===== config.mk =====
export PLATFORM = sky130hd
export DESIGN_NAME = lsh_top
export DESIGN_NICKNAME = d
export VERILOG_FILES = /design/src/rtl/lsh_pkg.sv /design/src/rtl/lsh_top.sv
export SDC_FILE = /design/constraint.sdc
export NUM_CORES = 1
export LEC_CHECK = 0
export ABC_AREA = 1
export BUFFER_PORTS_ARGS = -buffer_cell sky130_fd_sc_hd__buf_2
export CORE_MARGIN = 8
export CORE_UTILIZATION = 40
export DETAILED_ROUTE_END_ITERATION = 10
export GPL_TIMING_DRIVEN = 0
export HOLD_SLACK_MARGIN = 0.02
export PLACE_DENSITY = 0.57
export SETUP_SLACK_MARGIN = 0.05
export SYNTH_ARGS = -nofsm -noshare
export SYNTH_HDL_FRONTEND = slang
export SYNTH_SLANG_ARGS = --single-unit

===== constraint.sdc =====
create_clock -name clk_sys -period 5.9 [get_ports clk_sys]
set_input_delay 0.59 -clock clk_sys [delete_from_list [all_inputs] [get_ports clk_sys]]
set_output_delay 0.59 -clock clk_sys [all_outputs]
set_load 0.03 [all_outputs]

===== src/rtl/lsh_pkg.sv =====
// Shared constants and bus carriers for the LIN slave header and auto-synch block
package lsh_pkg;

    // Register byte offsets
    localparam logic [7:0]  REG_CTRL      = 8'h00;
    localparam logic [7:0]  REG_STAT      = 8'h04;
    localparam logic [7:0]  REG_DATA      = 8'h08;
    localparam logic [7:0]  REG_DIV       = 8'h0C;
    localparam logic [7:0]  REG_PRESC     = 8'h10;
    localparam logic [7:0]  REG_HLEN      = 8'h14;

    // Control register bit positions
    localparam int unsigned CTRL_LIN_EN   = 0;
    localparam int unsigned CTRL_SLAVE    = 1;
    localparam int unsigned CTRL_ASE      = 2;
    localparam int unsigned CTRL_HDM      = 3;
    localparam int unsigned CTRL_MUTE     = 4;
    localparam int unsigned CTRL_DUM      = 5;
    localparam int unsigned CTRL_SFS      = 6;

    // Status register bit positions
    localparam int unsigned STAT_HE       = 0;
    localparam int unsigned STAT_FE       = 1;
    localparam int unsigned STAT_HDF      = 2;
    localparam int unsigned STAT_PE       = 3;
    localparam int unsigned STAT_RXRDY    = 4;

    // Reset values
    localparam logic [11:0] DIV_RST       = 12'h190;
    localparam logic [7:0]  PRESC_RST     = 8'h01;

    // Timing counts
    localparam logic [3:0]  OVS_LAST      = 4'hF;
    localparam logic [3:0]  SMP_FIRST     = 4'h7;
    localparam logic [3:0]  SMP_LAST      = 4'h9;
    localparam logic [11:0] DIV_MIN       = 12'h010;
    localparam logic [12:0] ACC_STEP      = 13'h0010;
    localparam logic [7:0]  BRK_BITS      = 8'h0B;
    localparam logic [7:0]  BRK_TICKS     = 8'hB0;
    localparam logic [7:0]  HDR_MAX_BITS  = 8'h39;
    localparam logic [2:0]  SYNCH_EDGES   = 3'h4;
    localparam logic [14:0] MEAS_MAX      = 15'h7FFF;
    localparam logic [7:0]  SYNCH_BYTE    = 8'h55;

    // APB request and answer
    typedef struct packed {
        logic [7:0]  paddr;
        logic        psel;
        logic        penable;
        logic        pwrite;
        logic [31:0] pwdata;
    } lsh_apb_req_s;

    typedef struct packed {
        logic [31:0] prdata;
        logic        pready;
        logic        pslverr;
    } lsh_apb_rsp_s;

endpackage


===== src/rtl/lsh_top.sv =====
// LIN slave receiver with header supervision, auto-synch and fractional baud generator
//
// The implementer's own choices: the register offsets and the APB interface to the registers.
`timescale 1ns/1ns
module lsh_top
    import lsh_pkg::*;
(
    // Clock and reset
    input  wire logic          clk_sys,
    input  wire logic          reset_n,
    // APB slave
    input  wire lsh_apb_req_s  apb_req,
    output lsh_apb_rsp_s       apb_rsp,
    // LIN receive line from the transceiver
    input  wire logic          receive_input_pin,
    // Rate enables for the transmitter
    output logic               sample_tick,
    output logic               bit_tick
);

    typedef enum logic [2:0] {R_IDLE, R_START, R_DATA, R_STOP, R_WAITHI} lsh_rx_e;
    typedef enum logic [2:0] {HS_SEARCH, HS_BREAK, HS_SYNCH, HS_SCHAR, HS_ID, HS_BLOCK} lsh_hdr_e;

    // Majority of three samples
    function automatic logic maj3(input logic [2:0] s);
        return (s[0] & s[1]) | (s[0] & s[2]) | (s[1] & s[2]);
    endfunction

    // Synch deviation beyond 15.625 percent of the active divider
    function automatic logic dev_bad(input logic [11:0] act, input logic [11:0] mv);
        logic [13:0] tol;
        tol = {2'b00, act >> 3} + {2'b00, act >> 5};
        return ({2'b00, mv} > ({2'b00, act} + tol)) || (({2'b00, mv} + tol) < {2'b00, act});
    endfunction

    // Identifier protection bits check
    function automatic logic id_par_bad(input logic [7:0] d);
        return (d[6] != (d[0] ^ d[1] ^ d[2] ^ d[4])) || (d[7] != ~(d[1] ^ d[3] ^ d[4] ^ d[5]));
    endfunction

    // State and register declarations
    logic          rx_s1_ff, rx_s2_ff, rx_d_ff;
    logic [12:0]   acc_ff, nxt_acc;
    logic          st_ff, bt_ff;
    logic [3:0]    bph_ff;
    lsh_rx_e       rx_st_ff, nxt_rx_st;
    logic [3:0]    ph_ff, nxt_ph;
    logic [2:0]    smp_ff, nxt_smp;
    logic [2:0]    bcnt_ff, nxt_bcnt;
    logic [7:0]    shf_ff, nxt_shf;
    logic [7:0]    low_ff;
    lsh_hdr_e      hs_ff, nxt_hs;
    logic [2:0]    edges_ff, nxt_edges;
    logic [14:0]   meas_ff, nxt_meas;
    logic          run_ff, nxt_run;
    logic [7:0]    hcnt_ff, nxt_hcnt;
    logic          he_set, id_done, meas_load, sfs_set, sfs_hw_clr, hlen_latch;
    logic          lin_en_ff, slave_ff, ase_ff, hdm_ff, mute_ff, dum_ff, sfs_ff;
    logic [11:0]   nominal_ff, active_ff, measured_ff;
    logic [7:0]    presc_ff, hlen_ff, rx_data_ff;
    logic          he_ff, fe_ff, hdf_ff, pe_ff, rxrdy_ff;
    lsh_apb_rsp_s  apb_rsp_ff;
    logic [31:0]   rd_val;

    // APB decode
    wire           bus_setup   = apb_req.psel & ~apb_req.penable;
    wire           bus_acc     = apb_req.psel & apb_req.penable & apb_rsp_ff.pready;
    wire           bus_wr      = bus_acc & apb_req.pwrite;
    wire           hit_ctrl    = apb_req.paddr == REG_CTRL;
    wire           hit_stat    = apb_req.paddr == REG_STAT;
    wire           hit_data    = apb_req.paddr == REG_DATA;
    wire           hit_div     = apb_req.paddr == REG_DIV;
    wire           hit_presc   = apb_req.paddr == REG_PRESC;
    wire           hit_hlen    = apb_req.paddr == REG_HLEN;
    wire           hit_any     = hit_ctrl | hit_stat | hit_data | hit_div | hit_presc | hit_hlen;
    wire           ctrl_wr     = bus_wr & hit_ctrl;
    wire           stat_wr     = bus_wr & hit_stat;
    wire           nom_wr      = bus_wr & hit_div;
    wire           data_rd     = bus_acc & ~apb_req.pwrite & hit_data;
    wire [31:0]    wd          = apb_req.pwdata;

    // Mode selection and divider source
    wire           slave_mode  = lin_en_ff & slave_ff;
    wire [11:0]    div_raw     = slave_mode ? active_ff : {presc_ff, 4'h0};
    wire [11:0]    div_use     = (div_raw < DIV_MIN) ? DIV_MIN : div_raw;
    wire [12:0]    acc_sum     = acc_ff + ACC_STEP;
    wire           st_hit      = acc_sum >= {1'b0, div_use};

    // Line conditioning and edges
    wire           rx_s        = rx_s2_ff;
    wire           fall        = rx_d_ff & ~rx_s;
    wire           brk_det     = st_ff & ~rx_s & (low_ff == BRK_TICKS - 8'h01);
    wire           brk_end     = rx_s & (low_ff == BRK_TICKS);

    // Character receiver decode
    wire           rx_halt     = (hs_ff == HS_SYNCH) | (hs_ff == HS_BLOCK);
    wire           bit_val     = maj3(smp_ff);
    wire           char_done   = st_ff & ~rx_halt & (rx_st_ff == R_STOP) & (ph_ff == OVS_LAST)
                                 & (bit_val | (|shf_ff));
    wire           char_fe     = ~bit_val;

    // Header decode
    wire           hdr_watch   = hdm_ff | ase_ff;
    wire           tmo         = run_ff & hdr_watch & (hcnt_ff > HDR_MAX_BITS);
    wire           sfs_sw_clr  = ctrl_wr & ~wd[CTRL_SFS] & sfs_ff;
    wire           id_ok       = id_done & ~char_fe;
    wire           wake        = slave_mode & mute_ff & (hdm_ff ? id_ok : brk_det);
    wire           hdf_set     = slave_mode & (hdm_ff ? id_ok : brk_det);
    wire           pe_set      = id_done & id_par_bad(shf_ff);
    wire           hdr_eats    = slave_mode & hdm_ff & ((hs_ff == HS_SCHAR) | (hs_ff == HS_ID));
    wire           dlv_norm    = char_done & ~mute_ff & ~hdr_eats;
    wire           dlv_id      = id_done & hdm_ff & (~mute_ff | ~char_fe);
    wire           dlv_brk     = brk_det & slave_mode & ~hdm_ff;
    wire           deliver     = dlv_norm | dlv_id | dlv_brk;
    wire           fe_set      = char_done & char_fe & ~mute_ff;
    wire [11:0]    meas_div    = meas_ff[14:3];

    // Fractional baud accumulator, one sample tick per div_use/16 clocks
    always_comb
    begin
        nxt_acc = st_hit ? acc_sum - {1'b0, div_use} : acc_sum;
    end

    // Synchroniser, baud ticks and break low counter
    always_ff @(posedge clk_sys or negedge reset_n)
    begin
        if (!reset_n)
        begin
            rx_s1_ff <= 1'b1;
            rx_s2_ff <= 1'b1;
            rx_d_ff  <= 1'b1;
            acc_ff   <= '0;
            st_ff    <= 1'b0;
            bt_ff    <= 1'b0;
            bph_ff   <= '0;
            low_ff   <= '0;
        end
        else
        begin
            rx_s1_ff <= receive_input_pin;
            rx_s2_ff <= rx_s1_ff;
            rx_d_ff  <= rx_s2_ff;
            acc_ff   <= nxt_acc;
            st_ff    <= st_hit;
            bt_ff    <= st_hit & (bph_ff == OVS_LAST);
            bph_ff   <= st_hit ? bph_ff + 4'h1 : bph_ff;
            if (rx_s)
                low_ff <= '0;
            else if (st_ff && low_ff != BRK_TICKS)
                low_ff <= low_ff + 8'h01;
        end
    end

    // Character receiver, 16x oversampled
    always_comb
    begin
        nxt_rx_st = rx_st_ff;
        nxt_ph    = ph_ff;
        nxt_smp   = smp_ff;
        nxt_bcnt  = bcnt_ff;
        nxt_shf   = shf_ff;
        if (rx_halt)
            nxt_rx_st = R_WAITHI;
        else if (st_ff)
        begin
            case (rx_st_ff)
                R_IDLE:
                begin
                    if (!rx_s)
                    begin
                        nxt_rx_st = R_START;
                        nxt_ph    = '0;
                    end
                end
                R_WAITHI:
                begin
                    if (rx_s)
                        nxt_rx_st = R_IDLE;
                end
                R_START, R_DATA, R_STOP:
                begin
                    nxt_ph = ph_ff + 4'h1;
                    if (ph_ff >= SMP_FIRST && ph_ff <= SMP_LAST)
                        nxt_smp = {smp_ff[1:0], rx_s};
                    if (ph_ff == OVS_LAST)
                    begin
                        if (rx_st_ff == R_START)
                        begin
                            nxt_rx_st = bit_val ? R_IDLE : R_DATA;
                            nxt_bcnt  = '0;
                        end
                        else if (rx_st_ff == R_DATA)
                        begin
                            nxt_shf  = {bit_val, shf_ff[7:1]};
                            nxt_bcnt = bcnt_ff + 3'h1;
                            if (bcnt_ff == 3'h7)
                                nxt_rx_st = R_STOP;
                        end
                        else
                            nxt_rx_st = bit_val ? R_IDLE : R_WAITHI;
                    end
                end
                default: nxt_rx_st = R_IDLE;
            endcase
        end
    end

    // Header supervision, synch measurement and time-out
    always_comb
    begin
        nxt_hs     = hs_ff;
        nxt_edges  = edges_ff;
        nxt_meas   = meas_ff;
        nxt_run    = run_ff;
        nxt_hcnt   = hcnt_ff;
        he_set     = 1'b0;
        id_done    = 1'b0;
        meas_load  = 1'b0;
        sfs_set    = 1'b0;
        sfs_hw_clr = 1'b0;
        hlen_latch = 1'b0;
        if (bt_ff && run_ff && hcnt_ff != 8'hFF)
            nxt_hcnt = hcnt_ff + 8'h01;
        if (!slave_mode)
        begin
            nxt_hs  = HS_SEARCH;
            nxt_run = 1'b0;
        end
        else if (brk_det && hs_ff != HS_BLOCK)
        begin
            nxt_hs   = HS_BREAK;
            nxt_run  = 1'b1;
            nxt_hcnt = BRK_BITS;
        end
        else if (tmo)
        begin
            he_set     = 1'b1;
            hlen_latch = 1'b1;
            nxt_run    = 1'b0;
            nxt_hs     = (hs_ff == HS_SYNCH) ? HS_BLOCK : HS_SEARCH;
        end
        else if (sfs_sw_clr && (hs_ff == HS_SYNCH || hs_ff == HS_BLOCK))
        begin
            nxt_hs  = HS_SEARCH;
            nxt_run = 1'b0;
        end
        else
        begin
            case (hs_ff)
                HS_BREAK:
                begin
                    if (brk_end)
                    begin
                        nxt_hs    = ase_ff ? HS_SYNCH : HS_SCHAR;
                        nxt_edges = '0;
                        sfs_set   = ase_ff;
                    end
                end
                HS_SYNCH:
                begin
                    // Count every cycle from the first fall, edge cycles included
                    if (edges_ff != '0 && meas_ff != MEAS_MAX)
                        nxt_meas = meas_ff + 15'h0001;
                    if (fall)
                    begin
                        nxt_edges = edges_ff + 3'h1;
                        if (edges_ff == '0)
                            nxt_meas = 15'h0001;
                        else if (edges_ff == SYNCH_EDGES)
                        begin
                            nxt_edges = '0;
                            if (meas_ff == MEAS_MAX || dev_bad(active_ff, meas_div))
                            begin
                                he_set  = 1'b1;
                                nxt_run = 1'b0;
                                nxt_hs  = HS_BLOCK;
                            end
                            else
                            begin
                                meas_load  = 1'b1;
                                sfs_hw_clr = 1'b1;
                                nxt_hs     = HS_ID;
                            end
                        end
                    end
                end
                HS_SCHAR:
                begin
                    if (char_done)
                    begin
                        if (shf_ff != SYNCH_BYTE)
                        begin
                            he_set  = 1'b1;
                            nxt_run = 1'b0;
                            nxt_hs  = HS_SEARCH;
                        end
                        else
                            nxt_hs = HS_ID;
                    end
                end
                HS_ID:
                begin
                    if (char_done)
                    begin
                        id_done    = 1'b1;
                        hlen_latch = 1'b1;
                        nxt_run    = 1'b0;
                        nxt_hs     = HS_SEARCH;
                    end
                end
                default: ;
            endcase
        end
    end

    // Receiver and header state registers
    always_ff @(posedge clk_sys or negedge reset_n)
    begin
        if (!reset_n)
        begin
            rx_st_ff <= R_IDLE;
            ph_ff    <= '0;
            smp_ff   <= '0;
            bcnt_ff  <= '0;
            shf_ff   <= '0;
            hs_ff    <= HS_SEARCH;
            edges_ff <= '0;
            meas_ff  <= '0;
            run_ff   <= 1'b0;
            hcnt_ff  <= '0;
        end
        else
        begin
            rx_st_ff <= nxt_rx_st;
            ph_ff    <= nxt_ph;
            smp_ff   <= nxt_smp;
            bcnt_ff  <= nxt_bcnt;
            shf_ff   <= nxt_shf;
            hs_ff    <= nxt_hs;
            edges_ff <= nxt_edges;
            meas_ff  <= nxt_meas;
            run_ff   <= nxt_run;
            hcnt_ff  <= nxt_hcnt;
        end
    end

    // Divider copies: nominal, measured, active
    always_ff @(posedge clk_sys or negedge reset_n)
    begin
        if (!reset_n)
        begin
            nominal_ff  <= DIV_RST;
            active_ff   <= DIV_RST;
            measured_ff <= DIV_RST;
        end
        else
        begin
            if (nom_wr)
                nominal_ff <= wd[11:0];
            if (meas_load)
                measured_ff <= meas_div;
            if (nom_wr && !dum_ff)
                active_ff <= wd[11:0];
            else if (meas_load)
                active_ff <= meas_div;
            else if (deliver && dum_ff)
                active_ff <= nominal_ff;
        end
    end

    // Control bits
    always_ff @(posedge clk_sys or negedge reset_n)
    begin
        if (!reset_n)
        begin
            lin_en_ff <= 1'b0;
            slave_ff  <= 1'b0;
            ase_ff    <= 1'b0;
            hdm_ff    <= 1'b0;
            mute_ff   <= 1'b0;
            dum_ff    <= 1'b0;
            sfs_ff    <= 1'b0;
            presc_ff  <= PRESC_RST;
        end
        else
        begin
            if (ctrl_wr)
            begin
                lin_en_ff <= wd[CTRL_LIN_EN];
                slave_ff  <= wd[CTRL_SLAVE];
                ase_ff    <= wd[CTRL_ASE];
                hdm_ff    <= wd[CTRL_HDM];
            end
            if (wake)
                mute_ff <= 1'b0;
            else if (ctrl_wr && !(slave_mode && rxrdy_ff))
                mute_ff <= wd[CTRL_MUTE];
            if (deliver && dum_ff)
                dum_ff <= 1'b0;
            else if (ctrl_wr)
                dum_ff <= wd[CTRL_DUM];
            sfs_ff <= sfs_set | (sfs_ff & ~sfs_sw_clr & ~sfs_hw_clr);
            if (bus_wr && hit_presc)
                presc_ff <= wd[7:0];
        end
    end

    // Status flags and received data, set beats clear
    always_ff @(posedge clk_sys or negedge reset_n)
    begin
        if (!reset_n)
        begin
            he_ff      <= 1'b0;
            fe_ff      <= 1'b0;
            hdf_ff     <= 1'b0;
            pe_ff      <= 1'b0;
            rxrdy_ff   <= 1'b0;
            rx_data_ff <= '0;
            hlen_ff    <= '0;
        end
        else
        begin
            he_ff    <= he_set | (he_ff & ~(stat_wr & wd[STAT_HE]));
            fe_ff    <= fe_set | (fe_ff & ~(stat_wr & wd[STAT_FE]));
            hdf_ff   <= hdf_set | (hdf_ff & ~(stat_wr & wd[STAT_HDF]));
            pe_ff    <= pe_set | (pe_ff & ~(stat_wr & wd[STAT_PE]));
            rxrdy_ff <= deliver | (rxrdy_ff & ~data_rd);
            if (deliver)
                rx_data_ff <= dlv_brk ? 8'h00 : shf_ff;
            if (hlen_latch)
                hlen_ff <= hcnt_ff;
        end
    end

    // Read data selection
    always_comb
    begin
        rd_val = '0;
        case (1'b1)
            hit_ctrl:  rd_val = {25'h0, sfs_ff, dum_ff, mute_ff, hdm_ff, ase_ff, slave_ff,
                                 lin_en_ff};
            hit_stat:  rd_val = {27'h0, rxrdy_ff, pe_ff, hdf_ff, fe_ff, he_ff};
            hit_data:  rd_val = {24'h0, rx_data_ff};
            hit_div:   rd_val = {20'h0, active_ff};
            hit_presc: rd_val = {24'h0, presc_ff};
            hit_hlen:  rd_val = {24'h0, hdr_watch ? hlen_ff : 8'h00};
            default:   rd_val = '0;
        endcase
    end

    // APB answer: zero wait states, read data captured in setup
    always_ff @(posedge clk_sys or negedge reset_n)
    begin
        if (!reset_n)
            apb_rsp_ff <= '0;
        else
        begin
            apb_rsp_ff.pready  <= bus_setup;
            apb_rsp_ff.pslverr <= bus_setup & ~hit_any;
            if (bus_setup)
                apb_rsp_ff.prdata <= rd_val;
        end
    end

    // Outputs from flip-flops
    assign apb_rsp     = apb_rsp_ff;
    assign sample_tick = st_ff;
    assign bit_tick    = bt_ff;

endmodule // lsh_top


==> results of run 1 <==
-- sequential cells by signal, indices dropped and copies added, names as in the netlist, 12 cells and up --
name	flops
acc_ff	13
apb_rsp	14
nominal_ff	12
active_ff	12
meas_ff	15
-- per-layer routing --
metal | share of wire, % | global-route usage (%)
met2 | 47 | 30.8
met1 | 47 | 24.4
met5 | 0.043 | 0
met3 | 4.6 | 3.59
met4 | 1.5 | 4.72
-- cell type report --
class / count / area [sq um] / share of cell area [%]
Inverter: 211 / 792 / 6.44
Buffer: 42 / 267 / 2.17
Sequential cell: 155 / 3890 / 31.6
Clock inverter: 14 / 175 / 1.42
Clock buffer: 18 / 439 / 3.57
Multi-Input combinational cell: 1051 / 6070 / 49.3
Tap cell: 341 / 427 / 3.47
Timing Repair Buffer: 42 / 243 / 1.97
-- timing repair --
item	in CTS	in global routing
gates resized for setup	0	5
endpoints found under the setup margin	0	12
hold endpoints to repair	0	0
-- stage by stage --
stage | cells | power [W] | utilization, % | cell area, sq um | hold slack [ns]
2_1_floorplan | 1459 | 0.00195 | - | 11000 | 0.294
3_3_place_gp | 1841 | 0.00215 | 43.2 | 11700 | 0.347
3_5_place_dp | 1842 | 0.00217 | 43.4 | 11700 | 0.347
4_1_cts | 1874 | 0.00334 | 45.7 | 12300 | 0.0515
5_1_grt | 1874 | 0.00353 | 45.7 | 12300 | 0.0557
6_report | 1874 | 0.00330 | 45.7 | 12300 | 0.0488
-- worst max-delay path, cell delays in order, from the launching register on --
cell and delay (ns):
dfstp_2 0.60, inv_1 0.14, fa_1 0.48, o21ai_1 0.24, a21oi_1 0.10, o21ai_0 0.29
xnor2_1 0.16, inv_1 0.09, ha_1 0.33, a21oi_1 0.17, o21ai_0 0.09, a21oi_1 0.23
o21ai_0 0.18, a21oi_1 0.16, nor2_1 0.06, xor2_1 0.15, ha_1 0.30, nand2_1 0.05
nor2_1 0.14, nand3b_1 0.11, o21ai_0 0.15, nand2_1 0.12, a21oi_1 0.28, clkbuf_2 0.28
nand4_1 0.15, nand3_1 0.15, a21oi_2 0.06
-- cells in the final DEF, fill, tap and decap left out, types with 6 or more instances in the layout --
| cell type | synthesis | layout |
|---|---|---|
| nand2_1 | 298 | 298 |
| o21ai_1 | 10 | 11 |
| o21ai_0 | 109 | 108 |
| a221oi_1 | 6 | 6 |
| xor2_1 | 38 | 38 |
| inv_2 | 17 | 17 |
| nand4_1 | 33 | 33 |
| dfstp_2 | 10 | 10 |
| nor2_1 | 127 | 127 |
| clkbuf_1 | 11 | 10 |
| buf_2 | 8 | 48 |
| inv_1 | 191 | 191 |
| o31ai_1 | 9 | 9 |
| nand3_1 | 77 | 77 |
| ha_1 | 84 | 84 |
| a21oi_2 | 12 | 12 |
| nor3_1 | 35 | 35 |
| a31oi_1 | 6 | 6 |
| clkbuf_16 | 0 | 17 |
| buf_4 | 20 | 20 |
| xnor2_1 | 22 | 22 |
| conb_1 | 1 | 20 |
| nand3b_1 | 7 | 7 |
| dfrtp_1 | 145 | 143 |
| a21oi_1 | 80 | 80 |
| o21bai_1 | 6 | 6 |
-- power breakdown --
| part | switching (W) | internal (W) |
|---|---|---|
| Clock | 0.000501 | 0.000654 |
| Sequential | 0.0000808 | 0.00117 |
| Combinational | 0.000567 | 0.000333 |
-- how the worst max path moves through the flow --
stage,start,slack [ns],to
2_1_floorplan,active_ff[4]$_DFFE_PN1P_,1.28,active_ff[5]$_DFFE_PN0P_
3_3_place_gp,active_ff[3]$_DFFE_PN0P_,0.33,active_ff[2]$_DFFE_PN0P_
3_5_place_dp,active_ff[3]$_DFFE_PN0P_,0.26,active_ff[2]$_DFFE_PN0P_
4_1_cts,active_ff[3]$_DFFE_PN0P_,0.23,active_ff[2]$_DFFE_PN0P_
5_1_grt,active_ff[4]$_DFFE_PN1P_,0.04,active_ff[2]$_DFFE_PN0P_
6_report,active_ff[4]$_DFFE_PN1P_,0.52,active_ff[1]$_DFFE_PN0P_
-- cell families after synthesis --
family	count (synthesis)	share of synthesized area, %
AO/OA/AOI/OAI	264	13.9
multiplexers	4	0.377
adder cells (fa/ha/maj)	88	10.3
other	1	0.0343
flip-flops	155	35.5
AND/OR/NAND/NOR	615	25.3
XOR/XNOR	60	4.80
buffers and inverters	253	9.66
==> impl_summary.md, run 1 <==
Run status
The run finished with clean final reports.

Yosys
Of all flip-flops after synthesis, the portion carrying an async set or reset was 100%. The count of yosys warnings during synthesis is 0. The most common flop cell mapped by yosys is dfrtp_1. Yosys mapped a number of flops with a built-in enable equal to 0. The synthesized area divided by synthesized cell count is 7.60 sq um. In the post-synthesis netlist, the cell with the most instances is nand2_1. The synthesis-stage register bit count is 155.

The portion of synthesized cell area occupied by the leading cell type is 33.1%. The synthesized instance count is 1,440. The number of distinct standard cells referenced by the synthesized netlist is 61. Of the synthesized area, sequential elements account for 35.5%. The commonest cells after synthesis are nand2_1 (298), inv_1 (191), dfrtp_1 (145), nor2_1 (127), o21ai_0 (109). The cell area after synthesis is 10,900 sq um.

After synthesis, the cell types taking the most area are dfrtp_1 (33%), nand2_1 (10%), ha_1 (9.6%), inv_1 (6.5%), o21ai_0 (5.0%). The leading area contributor after synthesis is dfrtp_1.

Floorplan
The total area inside the core boundary comes to 27,000 sq um. For this configuration, the core starts out at a cell density of 40.6%. The floorplan step defined a die boundary enclosing 32,900 sq um.

The die is 181 um wide. The initialized floorplan defines 60 standard-cell rows. The number of ports placed on the die boundary is 82. The die is 181 um tall.

Clock network
The clock edge transition at the registers on the reported setup and hold paths is 0.07 ns. The CTS root buffer is clkbuf_16. Clock tree synthesis inserted a total of 17 buffers. Buffers added to address setup during post-CTS repair amount to 0. The clock tree from TritonCTS is done. The clock net in this run drives a total of 155 sinks. The source-to-sink clock delay at the later pin of the worst-skew pair is 0.43 ns. After clock tree synthesis, the flow added hold-fix buffers numbering 0. The number of H-tree branching levels is 4. The buffer levels on the longest clock path is 2.

Timing
The worst path needs 5.38 ns of the cycle, external delays included. The setup slack of the critical path after layout is 0.517 ns. The final critical path takes up 91.2% of the cycle. Setup repair after global routing left no endpoint under its margin. The count of final hold-check violations is 0. The fmax is 0.186 GHz.

The final setup violation count is 0. The final sum of negative setup slack is 0 ns. For the pin with the worst max-slew slack, the measured transition is 0.608 ns. In this run the tightest slew margin relative to its limit is 59.1%. The final setup skew is 0.0149 ns. The final-report max-slew violation count is 0.

Global route
The first global-routing pass estimated 49,000 um of wire. The number of global-route vias before repair is 9,244. The overall routing resource usage is 18.5%. The initial antenna violation count was 1.

After global routing the overflow that remains totals 0. Entering global routing, the biggest net connects 108 pins.

Worst setup path
The worst setup path is launched from a register. The source of the worst register-to-register timing path is active_ff[4]$_DFFE_PN1P_. The critical path endpoint category is a register. The largest fanout of any net on the critical path is 10. The critical path in this run is classified as reg2reg. Data arrives at the worst endpoint at 5.70 ns. The worst register-to-register path ends at active_ff[1]$_DFFE_PN0P_.

The worst path required time is 6.21 ns. The number of cell instances on the worst register-to-register path is 26. For flop-to-flop paths, the worst setup slack is 0.52 ns.

Detailed routing
The detailed-route DRC error count is 0. The remaining antenna violation count after routing is 0. The routed wire length is 30,100 um. The detailed-route wire length per cell is 16.1 um. The detailed-route vias per instance is 5.13. The via count is 9,615. The DRC marker count from the first detailed-route iteration is 653. The first detailed-routing pass ran for 8 iterations.

Min path
The kind of path behind the tightest hold check is in2async.

Place
In this run the tool buffered the top-level ports with 41 buffer cells. The routability congestion estimate from global placement is 0.925. The total half-perimeter wirelength after legalization and detailed placement is 23,600 um. The pre-CTS setup slack is 0.259 ns.

Final layout
Compared with the post-synthesis result, the final layout area differs by 12.4%. The fraction of final layout cells with drive strength greater than 1 is 11.7%. At the end of the flow, the number of nets in the layout was 1,654. Fill cells in the final layout number 2,744.

The antenna diode count is 0.

Pwr
IR analysis of the VDD net gives a maximum drop of 0.000167 V. For this design the ratio of total power to cell area is 268 nW/um^2. The analysis attributes to cell leakage a power of 6.17 nW.

Run
Max-cap violations in this run came to 0.
No activity file was read; power rests on OpenSTA's default activity.
==> inputs of run 2 (changes only) <==
--- a/config.mk
+++ b/config.mk
@@ -5,9 +5,8 @@
 export SDC_FILE = /design/constraint.sdc
 export NUM_CORES = 1
 export LEC_CHECK = 0
-export ABC_AREA = 1
 export BUFFER_PORTS_ARGS = -buffer_cell sky130_fd_sc_hd__buf_2
-export CORE_MARGIN = 8
+export CORE_MARGIN = 4
 export CORE_UTILIZATION = 40
 export DETAILED_ROUTE_END_ITERATION = 10
 export GPL_TIMING_DRIVEN = 0
==> constraint.sdc (replaced) <==
create_clock -name clk_sys -period 6.5 [get_ports clk_sys]
set_input_delay 0.65 -clock clk_sys [delete_from_list [all_inputs] [get_ports clk_sys]]
set_output_delay 0.65 -clock clk_sys [all_outputs]
set_load 0.03 [all_outputs]
==> run 2 against run 1 <==
Effect of this change:
- final cell count shrank 16%
- clock skew fell by 0.0012 ns
- global-route usage is 0.83 points higher
- maximum frequency shrank 9.2%
- worst setup slack better by 0.053 ns
- clock power decreased by 8%
- critical path depth decreased by 2
- hold slack better by 0.092 ns
- die area shrank 11%
==> impl_summary.md, run 2 <==
Clock network
The clock buffer count from CTS is 17 (unchanged). The quantity of hold-fixing buffers added after cts is 0 (unchanged). The source-to-sink clock delay at the later pin of the worst-skew pair is 0.43 ns (about the same). The number of clock sinks is 155 (unchanged). The buffer levels on the longest clock path came to 2 (unchanged). The CTS root buffer was clkbuf_16 (unchanged). The clock tree from TritonCTS was done (unchanged). The number of H-tree branching levels came to 4 (unchanged). The clock edge transition at the registers on the reported setup and hold paths came to 0.07 ns (about the same).

Detailed routing
The detailed-route vias per instance was 5.52 (was 5.13). The total iterations of the first detailed-routing run came to 5 (was 8). The routed wire length came to 27,900 um (was 30,100 um). The detailed-route wire length per cell was 17.7 um (was 16.1 um).

The remaining antenna violation count after routing is 0 (unchanged). The via count came to 8,688 (was 9,615). The DRC marker count from the first detailed-route iteration is 678 (was 653).

The detailed-route DRC error count came to 0 (unchanged).

Final layout
The design area came to 12,100 sq um (was 12,300 sq um). The most common cell after layout, fill and taps aside is dfrtp_1 (was nand2_1). Leading cell types in the layout, fill and taps excluded: dfrtp_1 (145), nand2_1 (124), ha_1 (84) (was nand2_1 (298), inv_1 (191), dfrtp_1 (143)). The post-layout utilization of the core is 46.1% (was 45.7%). The non-filler instance count after layout came to 1,575 (was 1,874). The relative area change from synthesis to final layout is 12.7% (was 12.4%). The area of the multi-input gates is 6360 sq um (was 6070 sq um). The flip-flop count of the largest register, all copies and words added is 15 (unchanged). The register with the most flip-flops is meas_ff (unchanged). The fraction of final layout cells with drive strength greater than 1 is 14.8% (was 11.7%). The number of nets in the layout is 1,360 (was 1,654). The filler cell count was 2,509 (was 2,744). The flip-flop and latch area came to 3890 sq um (about the same).

Run status
Status: finished clean (unchanged).

Pwr
The power density over the cells came to 263 nW/um^2 (was 268 nW/um^2). The peak supply drop is 0.000168 V (was 0.000167 V). The leakage power total was 5.57 nW (was 6.17 nW).

Floorplan
The row count is 59 (was 60). The number of ports placed on the die boundary is 82 (unchanged). The starting density of the core is 40.9% (was 40.6%). The area of the placeable core was 26,200 sq um (was 27,000 sq um). The floorplan die height came to 172 um (was 181 um). The width of the die came to 172 um (was 181 um). The area enclosed by the die boundary is 29,500 sq um (was 32,900 sq um).

Timing
The worst-case headroom to the max-slew limit was 36.1% (was 59.1%). The final-report max-slew violation count is 0 (unchanged). The transition at the pin with the smallest max-transition slack is 0.952 ns (was 0.608 ns). The count of final hold-check violations was 0 (unchanged).

The final setup violation count is 0 (unchanged). The final setup skew is 0.0137 ns (was 0.0149 ns). The worst hold margin came to 0.141 ns (was 0.0488 ns). The clock period minus worst slack is 5.93 ns (was 5.38 ns). The final sum of negative setup slack came to 0 ns (unchanged). Unrepaired setup endpoints after global routing: false (unchanged). The fmax is 0.169 GHz (was 0.186 GHz). The final critical-path share of the clock period came to 91.2% (about the same).

Global route
The overall routing resource usage is 19.3% (was 18.5%). The first-pass GRT wire length is 45,300 um (was 49,000 um). The initial antenna violation count is 1 (unchanged). The overall overflow remaining after global route was 0 (unchanged).

The pin count of the biggest net entering global routing is 91 (was 108). The number of global-route vias before repair is 8,263 (was 9,244).

Place
The total half-perimeter wirelength after legalization and detailed placement is 21,600 um (was 23,600 um). The cell total after placement came to 1,542 (was 1,842). The number of input and output port buffers inserted came to 39 (was 41). The placed standard-cell area is 11,400 sq um (was 11,700 sq um). The routability congestion estimate from global placement was 0.889 (was 0.925).

Worst setup path
The data arrival time of the critical path is 6.25 ns (was 5.70 ns). The worst path required time is 6.82 ns (was 6.21 ns). The source of the worst register-to-register timing path is active_ff[3]$_DFFE_PN0P_ (was active_ff[4]$_DFFE_PN1P_). The largest fanout of any net on the critical path is 10 (unchanged). The launching instance or port of the critical path is active_ff[3]$_DFFE_PN0P_ (was active_ff[4]$_DFFE_PN1P_). The number of cell instances on the worst register-to-register path is 24 (was 26). The category of the critical setup timing path is reg2reg (unchanged). The critical path endpoint category is a register (unchanged).

The endpoint of the worst-slack reg-to-reg timing path is active_ff[10]$_DFFE_PN0P_ (was active_ff[1]$_DFFE_PN0P_). The register-to-register setup slack is 0.57 ns (was 0.52 ns). The critical path startpoint category is a register (unchanged).

Yosys
The number of enable-type register cells in the synthesized netlist is 0 (unchanged). The synthesized instance count is 1,148 (was 1,440). The async set-reset flop share out of synthesis is 100% (unchanged).

The synthesis-stage register bit count is 155 (unchanged). The number of distinct standard cells referenced by the synthesized netlist came to 82 (was 61). The cell area after synthesis came to 10,700 sq um (was 10,900 sq um).

The most frequent cell after synthesis was dfrtp_1 (was nand2_1). The leading area contributor after synthesis is dfrtp_1 (unchanged). The sequential-to-total area share from yosys stat is 36.3% (was 35.5%). Top cells by area in the synthesized netlist: dfrtp_1 (34%), ha_1 (9.8%), mux2_2 (5.5%), nand2_1 (4.3%), xnor2_1 (3.5%) (was dfrtp_1 (33%), nand2_1 (10%), ha_1 (9.6%), inv_1 (6.5%), o21ai_0 (5.0%)).

The synthesized area divided by synthesized cell count is 9.33 sq um (was 7.60 sq um). The portion of synthesized cell area occupied by the leading cell type is 33.9% (was 33.1%). The count of yosys warnings during synthesis is 0 (unchanged). The most common flop cell mapped by yosys is dfrtp_1 (unchanged). Leading cell types by count after synthesis: dfrtp_1 (145), nand2_1 (124), ha_1 (84), nor2_1 (82), a21oi_1 (62) (was nand2_1 (298), inv_1 (191), dfrtp_1 (145), nor2_1 (127), o21ai_0 (109)).

Run
The max-capacitance violation count is 0 (unchanged).

Min path
The kind of path behind the tightest hold check is in2async (unchanged).
run 2: power by group:
group	leakage, nW	total, W	internal [W]	switching, W
logic	3.24	0.000927	0.000425	0.000503
clock network	0.305	0.00107	0.000622	0.000452
registers	2.02	0.00117	0.00107	0.0000972
run 2: how the worst max path moves through the flow:
stage	to	slack [ns]	cells past startpoint
global route	active_ff[10]$_DFFE_PN0P_	0.09	24
CTS	active_ff[10]$_DFFE_PN0P_	0.31	24
floorplan	active_ff[10]$_DFFE_PN0P_	1.42	23
detailed placement	active_ff[10]$_DFFE_PN0P_	0.31	24
finish	active_ff[10]$_DFFE_PN0P_	0.57	24
global placement	active_ff[10]$_DFFE_PN0P_	0.38	24
run 2: cell type report:
type | instances | area share [%]
plain buffers | 61 | 2.83
clock inverters | 14 | 1.66
multi-input cells | 900 | 52.7
diodes | 1 | 0.0207
flip-flops and latches | 155 | 32.2
well taps | 335 | 3.47
repair buffers | 40 | 1.93
clock buffers | 18 | 3.56
inverters | 51 | 1.59
run 2: worst max-delay path: stages, from the launching register on:
cell,delay (ns)
dfrtp_1,0.55
ha_1,0.23
inv_1,0.05
fa_1,0.40
nor2b_1,0.12
o21ai_0,0.10
a21boi_0,0.25
o21ai_0,0.14
a21boi_0,0.25
o21ai_0,0.16
xnor2_1,0.35
ha_1,0.36
nand3_1,0.11
nand2_1,0.06
a41oi_1,0.26
or4b_2,0.62
o211ai_1,0.12
ha_1,0.27
o21ai_0,0.07
a21oi_1,0.08
nor4_2,0.51
a211oi_4,0.11
buf_8,0.19
mux2i_1,0.14
a221o_1,0.28
run 2: stage by stage:
step / worst slack, ns / power [W]
after floorplan: 1.42 / 0.00190
after global placement: 0.381 / 0.00209
after detailed placement: 0.312 / 0.00211
after CTS: 0.314 / 0.00320
after global routing: 0.0868 / 0.00338
final: 0.570 / 0.00317
run 2: timing repair:
item,4_1_cts,5_1_grt
endpoints found under the hold margin,0,0
buffers inserted,0,0
resized for setup,0,1
setup endpoints to repair,0,13
run 2: layer usage:
metal | track usage, % | vias to the layer above | part of all wire (%)
met3 | 2.99 | 37 | 3.9
met4 | 5.06 | 0 | 2.0
met5 | 0 | - | 0
met1 | 28.1 | 4180 | 49
met2 | 30.2 | 183 | 45
li1 | - | 4288 | -
run 2: logic make-up (layout without fill, tap and decap cells):
group	Yosys count	count (layout)	synth area share, %
AOI/OAI and AO/OA	258	258	16.4
xor gates and xnor gates	68	68	5.56
adders and majority gates	89	89	10.7
buffers and inverters	112	184	4.98
DFF	155	155	36.3
muxes	87	87	8.76
other	1	21	0.0350
and+or+nand+nor	378	378	17.3
==> inputs of run 3 (changes only) <==
--- a/config.mk
+++ b/config.mk
@@ -8,6 +8,7 @@
 export BUFFER_PORTS_ARGS = -buffer_cell sky130_fd_sc_hd__buf_2
 export CORE_MARGIN = 4
 export CORE_UTILIZATION = 40
+export CTS_BUF_LIST = sky130_fd_sc_hd__clkbuf_16
 export DETAILED_ROUTE_END_ITERATION = 10
 export GPL_TIMING_DRIVEN = 0
 export HOLD_SLACK_MARGIN = 0.02
==> constraint.sdc (replaced) <==
create_clock -name clk_sys -period 7.45 [get_ports clk_sys]
set_input_delay 0.745 -clock clk_sys [delete_from_list [all_inputs] [get_ports clk_sys]]
set_output_delay 0.745 -clock clk_sys [all_outputs]
set_load 0.03 [all_outputs]
==> run 3 against run 2 <==
Effect of this change:
- die area stayed put
- sequential cell count did not move
- total power shrank 13%
- core utilization barely moved
- sequential share of layout area is essentially flat
- clock skew up 0.00059 ns
- non-clock buffer count did not move
- final cell count is the same
- global-route usage is the same
- register-to-register slack gained 0.72 ns
==> impl_summary.md, run 3 (synthesis gave the netlist of run 2 again) <==
Timing
The fmax was 0.162 GHz (was 0.169 GHz). The count of final hold-check violations came to 0 (unchanged). The final setup violation count was 0 (unchanged).

The final sum of negative setup slack is 0 ns (unchanged). The clock period minus worst slack is 6.16 ns (was 5.93 ns). The transition at the pin with the smallest max-transition slack is 0.908 ns (was 0.952 ns). The worst hold margin was 0.240 ns (was 0.141 ns). Unrepaired setup endpoints after global routing: false (unchanged). The final setup skew came to 0.0143 ns (was 0.0137 ns). The worst-case headroom to the max-slew limit was 39.0% (was 36.1%).

The final-report max-slew violation count was 0 (unchanged). The final critical-path share of the clock period is 82.7% (was 91.2%).

Global route
The initial antenna violation count is 1 (unchanged). The routing usage on met3 is 2.99% (unchanged). The routing usage on met1 is 28.1% (unchanged).

The overall routing resource usage is 19.3% (unchanged). The first-pass GRT wire length is 45,300 um (unchanged). The number of global-route vias before repair is 8,263 (unchanged).

The overall overflow remaining after global route is 0 (unchanged). The met2 track demand over resource in global routing is 30.2% (unchanged). The pin count of the biggest net entering global routing is 91 (unchanged).

The busiest metal layer after global routing was met2 (unchanged).

Floorplan
The area of the placeable core is 26,200 sq um (unchanged). The width of the die came to 172 um (unchanged). The row count is 59 (unchanged).

The number of ports placed on the die boundary is 82 (unchanged). The area enclosed by the die boundary is 29,500 sq um (unchanged). The floorplan die height is 172 um (unchanged). The starting density of the core is 40.9% (unchanged).

Place
The number of input and output port buffers inserted is 39 (unchanged). The routability congestion estimate from global placement came to 0.889 (unchanged). The total half-perimeter wirelength after legalization and detailed placement is 21,600 um (unchanged).

Worst setup path
The largest fanout of any net on the critical path came to 10 (unchanged). The critical path endpoint category is a register (unchanged). The delay of the slowest cell on the worst path was 0.69 ns (was 0.62 ns). The critical path's slowest cell is nor4_1 (was or4b_2).

The category of the critical setup timing path is reg2reg (unchanged). The data arrival time of the critical path is 6.48 ns (was 6.25 ns). Critical-path cell list: ha_1, inv_1, fa_1, nor2b_1, o21ai_0, a21boi_0, o21ai_0, a21boi_0, o21ai_0, xnor2_1, ha_1, nand3_1, nand2_1, a41oi_1, or4b_2, o211ai_1, ha_1, nand2_1, nor4_1, nor4_1, a211oi_4, buf_8, mux2i_1, a221o_1 (was ha_1, inv_1, fa_1, nor2b_1, o21ai_0, a21boi_0, o21ai_0, a21boi_0, o21ai_0, xnor2_1, ha_1, nand3_1, nand2_1, a41oi_1, or4b_2, o211ai_1, ha_1, o21ai_0, a21oi_1, nor4_2, a211oi_4, buf_8, mux2i_1, a221o_1). The worst path required time is 7.76 ns (was 6.82 ns). The critical path startpoint category is a register (unchanged).

Detailed routing
The routed wire length was 27,900 um (about the same). The detailed-route DRC error count is 0 (unchanged). The remaining antenna violation count after routing was 0 (unchanged).

The detailed-route wire length per cell came to 17.7 um (about the same). The total iterations of the first detailed-routing run is 5 (unchanged). The DRC marker count from the first detailed-route iteration is 656 (was 678).

The detailed-route vias per instance is 5.50 (was 5.52). The via count is 8,657 (was 8,688).

Final layout
The relative area change from synthesis to final layout is 12.7% (about the same). The register with the most flip-flops is meas_ff (unchanged). The fraction of final layout cells with drive strength greater than 1 came to 14.7% (was 14.8%). The flip-flop count of the largest register, all copies and words added was 15 (unchanged). The number of nets in the layout is 1,360 (unchanged). Leading cell types in the layout, fill and taps excluded: dfrtp_1 (145), nand2_1 (124), ha_1 (84) (unchanged). The most common cell after layout, fill and taps aside is dfrtp_1 (unchanged).

Clock network
The clock edge transition at the registers on the reported setup and hold paths came to 0.07 ns (about the same). The quantity of hold-fixing buffers added after cts is 0 (unchanged). The number of H-tree branching levels is 4 (unchanged).

The number of clock sinks was 155 (unchanged). The clock buffer count from CTS was 17 (unchanged). The post-cts resize count is 0 (unchanged). The CTS root buffer is clkbuf_16 (unchanged). The source-to-sink clock delay at the later pin of the worst-skew pair came to 0.43 ns (about the same).

The buffer levels on the longest clock path is 2 (unchanged). The clock tree from TritonCTS is done (unchanged). The buffer count from post-CTS setup fixing is 0 (unchanged).

Pwr
The peak supply drop was 0.000146 V (was 0.000168 V). The power density over the cells is 229 nW/um^2 (was 263 nW/um^2). The proportion of power drawn by flip-flops and latches is 36.9% (about the same).

The share of power burned in combinational logic is 29.2% (about the same). The switching share of power came to 33.2% (about the same). The fraction of power consumed by the clock network is 33.9% (about the same). The internal power component is 0.00185 W (was 0.00212 W). The switching power summed over all nets is 0.000918 W (was 0.00105 W). The leakage power total is 5.57 nW (about the same).

Run status
Status: finished clean (unchanged).

Run
The max-capacitance violation count was 0 (unchanged).

Min path
The kind of path behind the tightest hold check is in2async (unchanged).
-- run 3: cell count changes in the layout (fill, tap and decap cells not counted), sizes merged --
cell    change
clkbuf      -1
inv         +1
-- run 3: per-layer routing --
metal  routed length (um)  vias to the layer above
met1                13600                     4151
met4                  512                        0
li1                     -                     4285
met2                12700                      191
met5                    0                        -
met3                 1100                       30
-- run 3: critical path: cells and delay by family (launching register included) --
| family | cells | cell delay, ns |
|---|---|---|
| simple gates | 7 | 1.77 |
| compound gates | 9 | 1.68 |
| fa+ha+maj | 4 | 1.27 |
| flops | 1 | 0.56 |
| xor+xnor | 1 | 0.35 |
| buf+inv | 2 | 0.26 |
| mux | 1 | 0.15 |
-- run 3: area by class of cell --
class	instances	area, sq um
diodes	1	2.50
plain buffers	61	342
clock buffers	17	425
clock inverters	15	204
fillers	2509	14100
inverters	51	191
multi-input cells	900	6360
flip-flops and latches	155	3890
well taps	335	419
repair buffers	40	233
-- run 3: final timing paths --
| kind | depth (start not counted) | endpoint | slack, ns | startpoint |
|---|---|---|---|---|
| max | 24 | active_ff[10]$_DFFE_PN0P_ | 1.29 | active_ff[3]$_DFFE_PN0P_ |
| min | 1 | bph_ff[0]$_DFFE_PN0N_ | 0.24 | reset_n |
| max reg2reg | 24 | active_ff[10]$_DFFE_PN0P_ | 1.29 | active_ff[3]$_DFFE_PN0P_ |
| min reg2reg | 0 | rx_s$_DFF_PN1_ | 0.36 | rx_s1_ff$_DFF_PN1_ |
| max in group asynchronous | 2 | active_ff[4]$_DFFE_PN1P_ | 6.36 | reset_n |
| min in group clk_sys | 0 | rx_s$_DFF_PN1_ | 0.36 | rx_s1_ff$_DFF_PN1_ |
-- run 3: stage by stage --
step | total power, W | instance area (sq um) | util, % | setup slack [ns] | std cells
finish | 0.00277 | 12100 | 46.0 | 1.29 | 1575
global route | 0.00295 | 12100 | 46.0 | 0.786 | 1575
CTS | 0.00279 | 12100 | 46.0 | 1.26 | 1574
detailed placement | 0.00184 | 11400 | 43.6 | 1.26 | 1542
global placement | 0.00183 | 11400 | 43.5 | 1.33 | 1541
floorplan | 0.00166 | 10800 | - | 2.37 | 1167
-- run 3: power by group through the flow --
stage	clock (W)	combinational [W]	sequential (W)
floorplan	0	0.000634	0.00102
global placement	0	0.000795	0.00103
detailed placement	0	0.000809	0.00104
CTS	0.000955	0.000812	0.00102
global route	0.000999	0.000915	0.00103
finish	0.000937	0.000808	0.00102
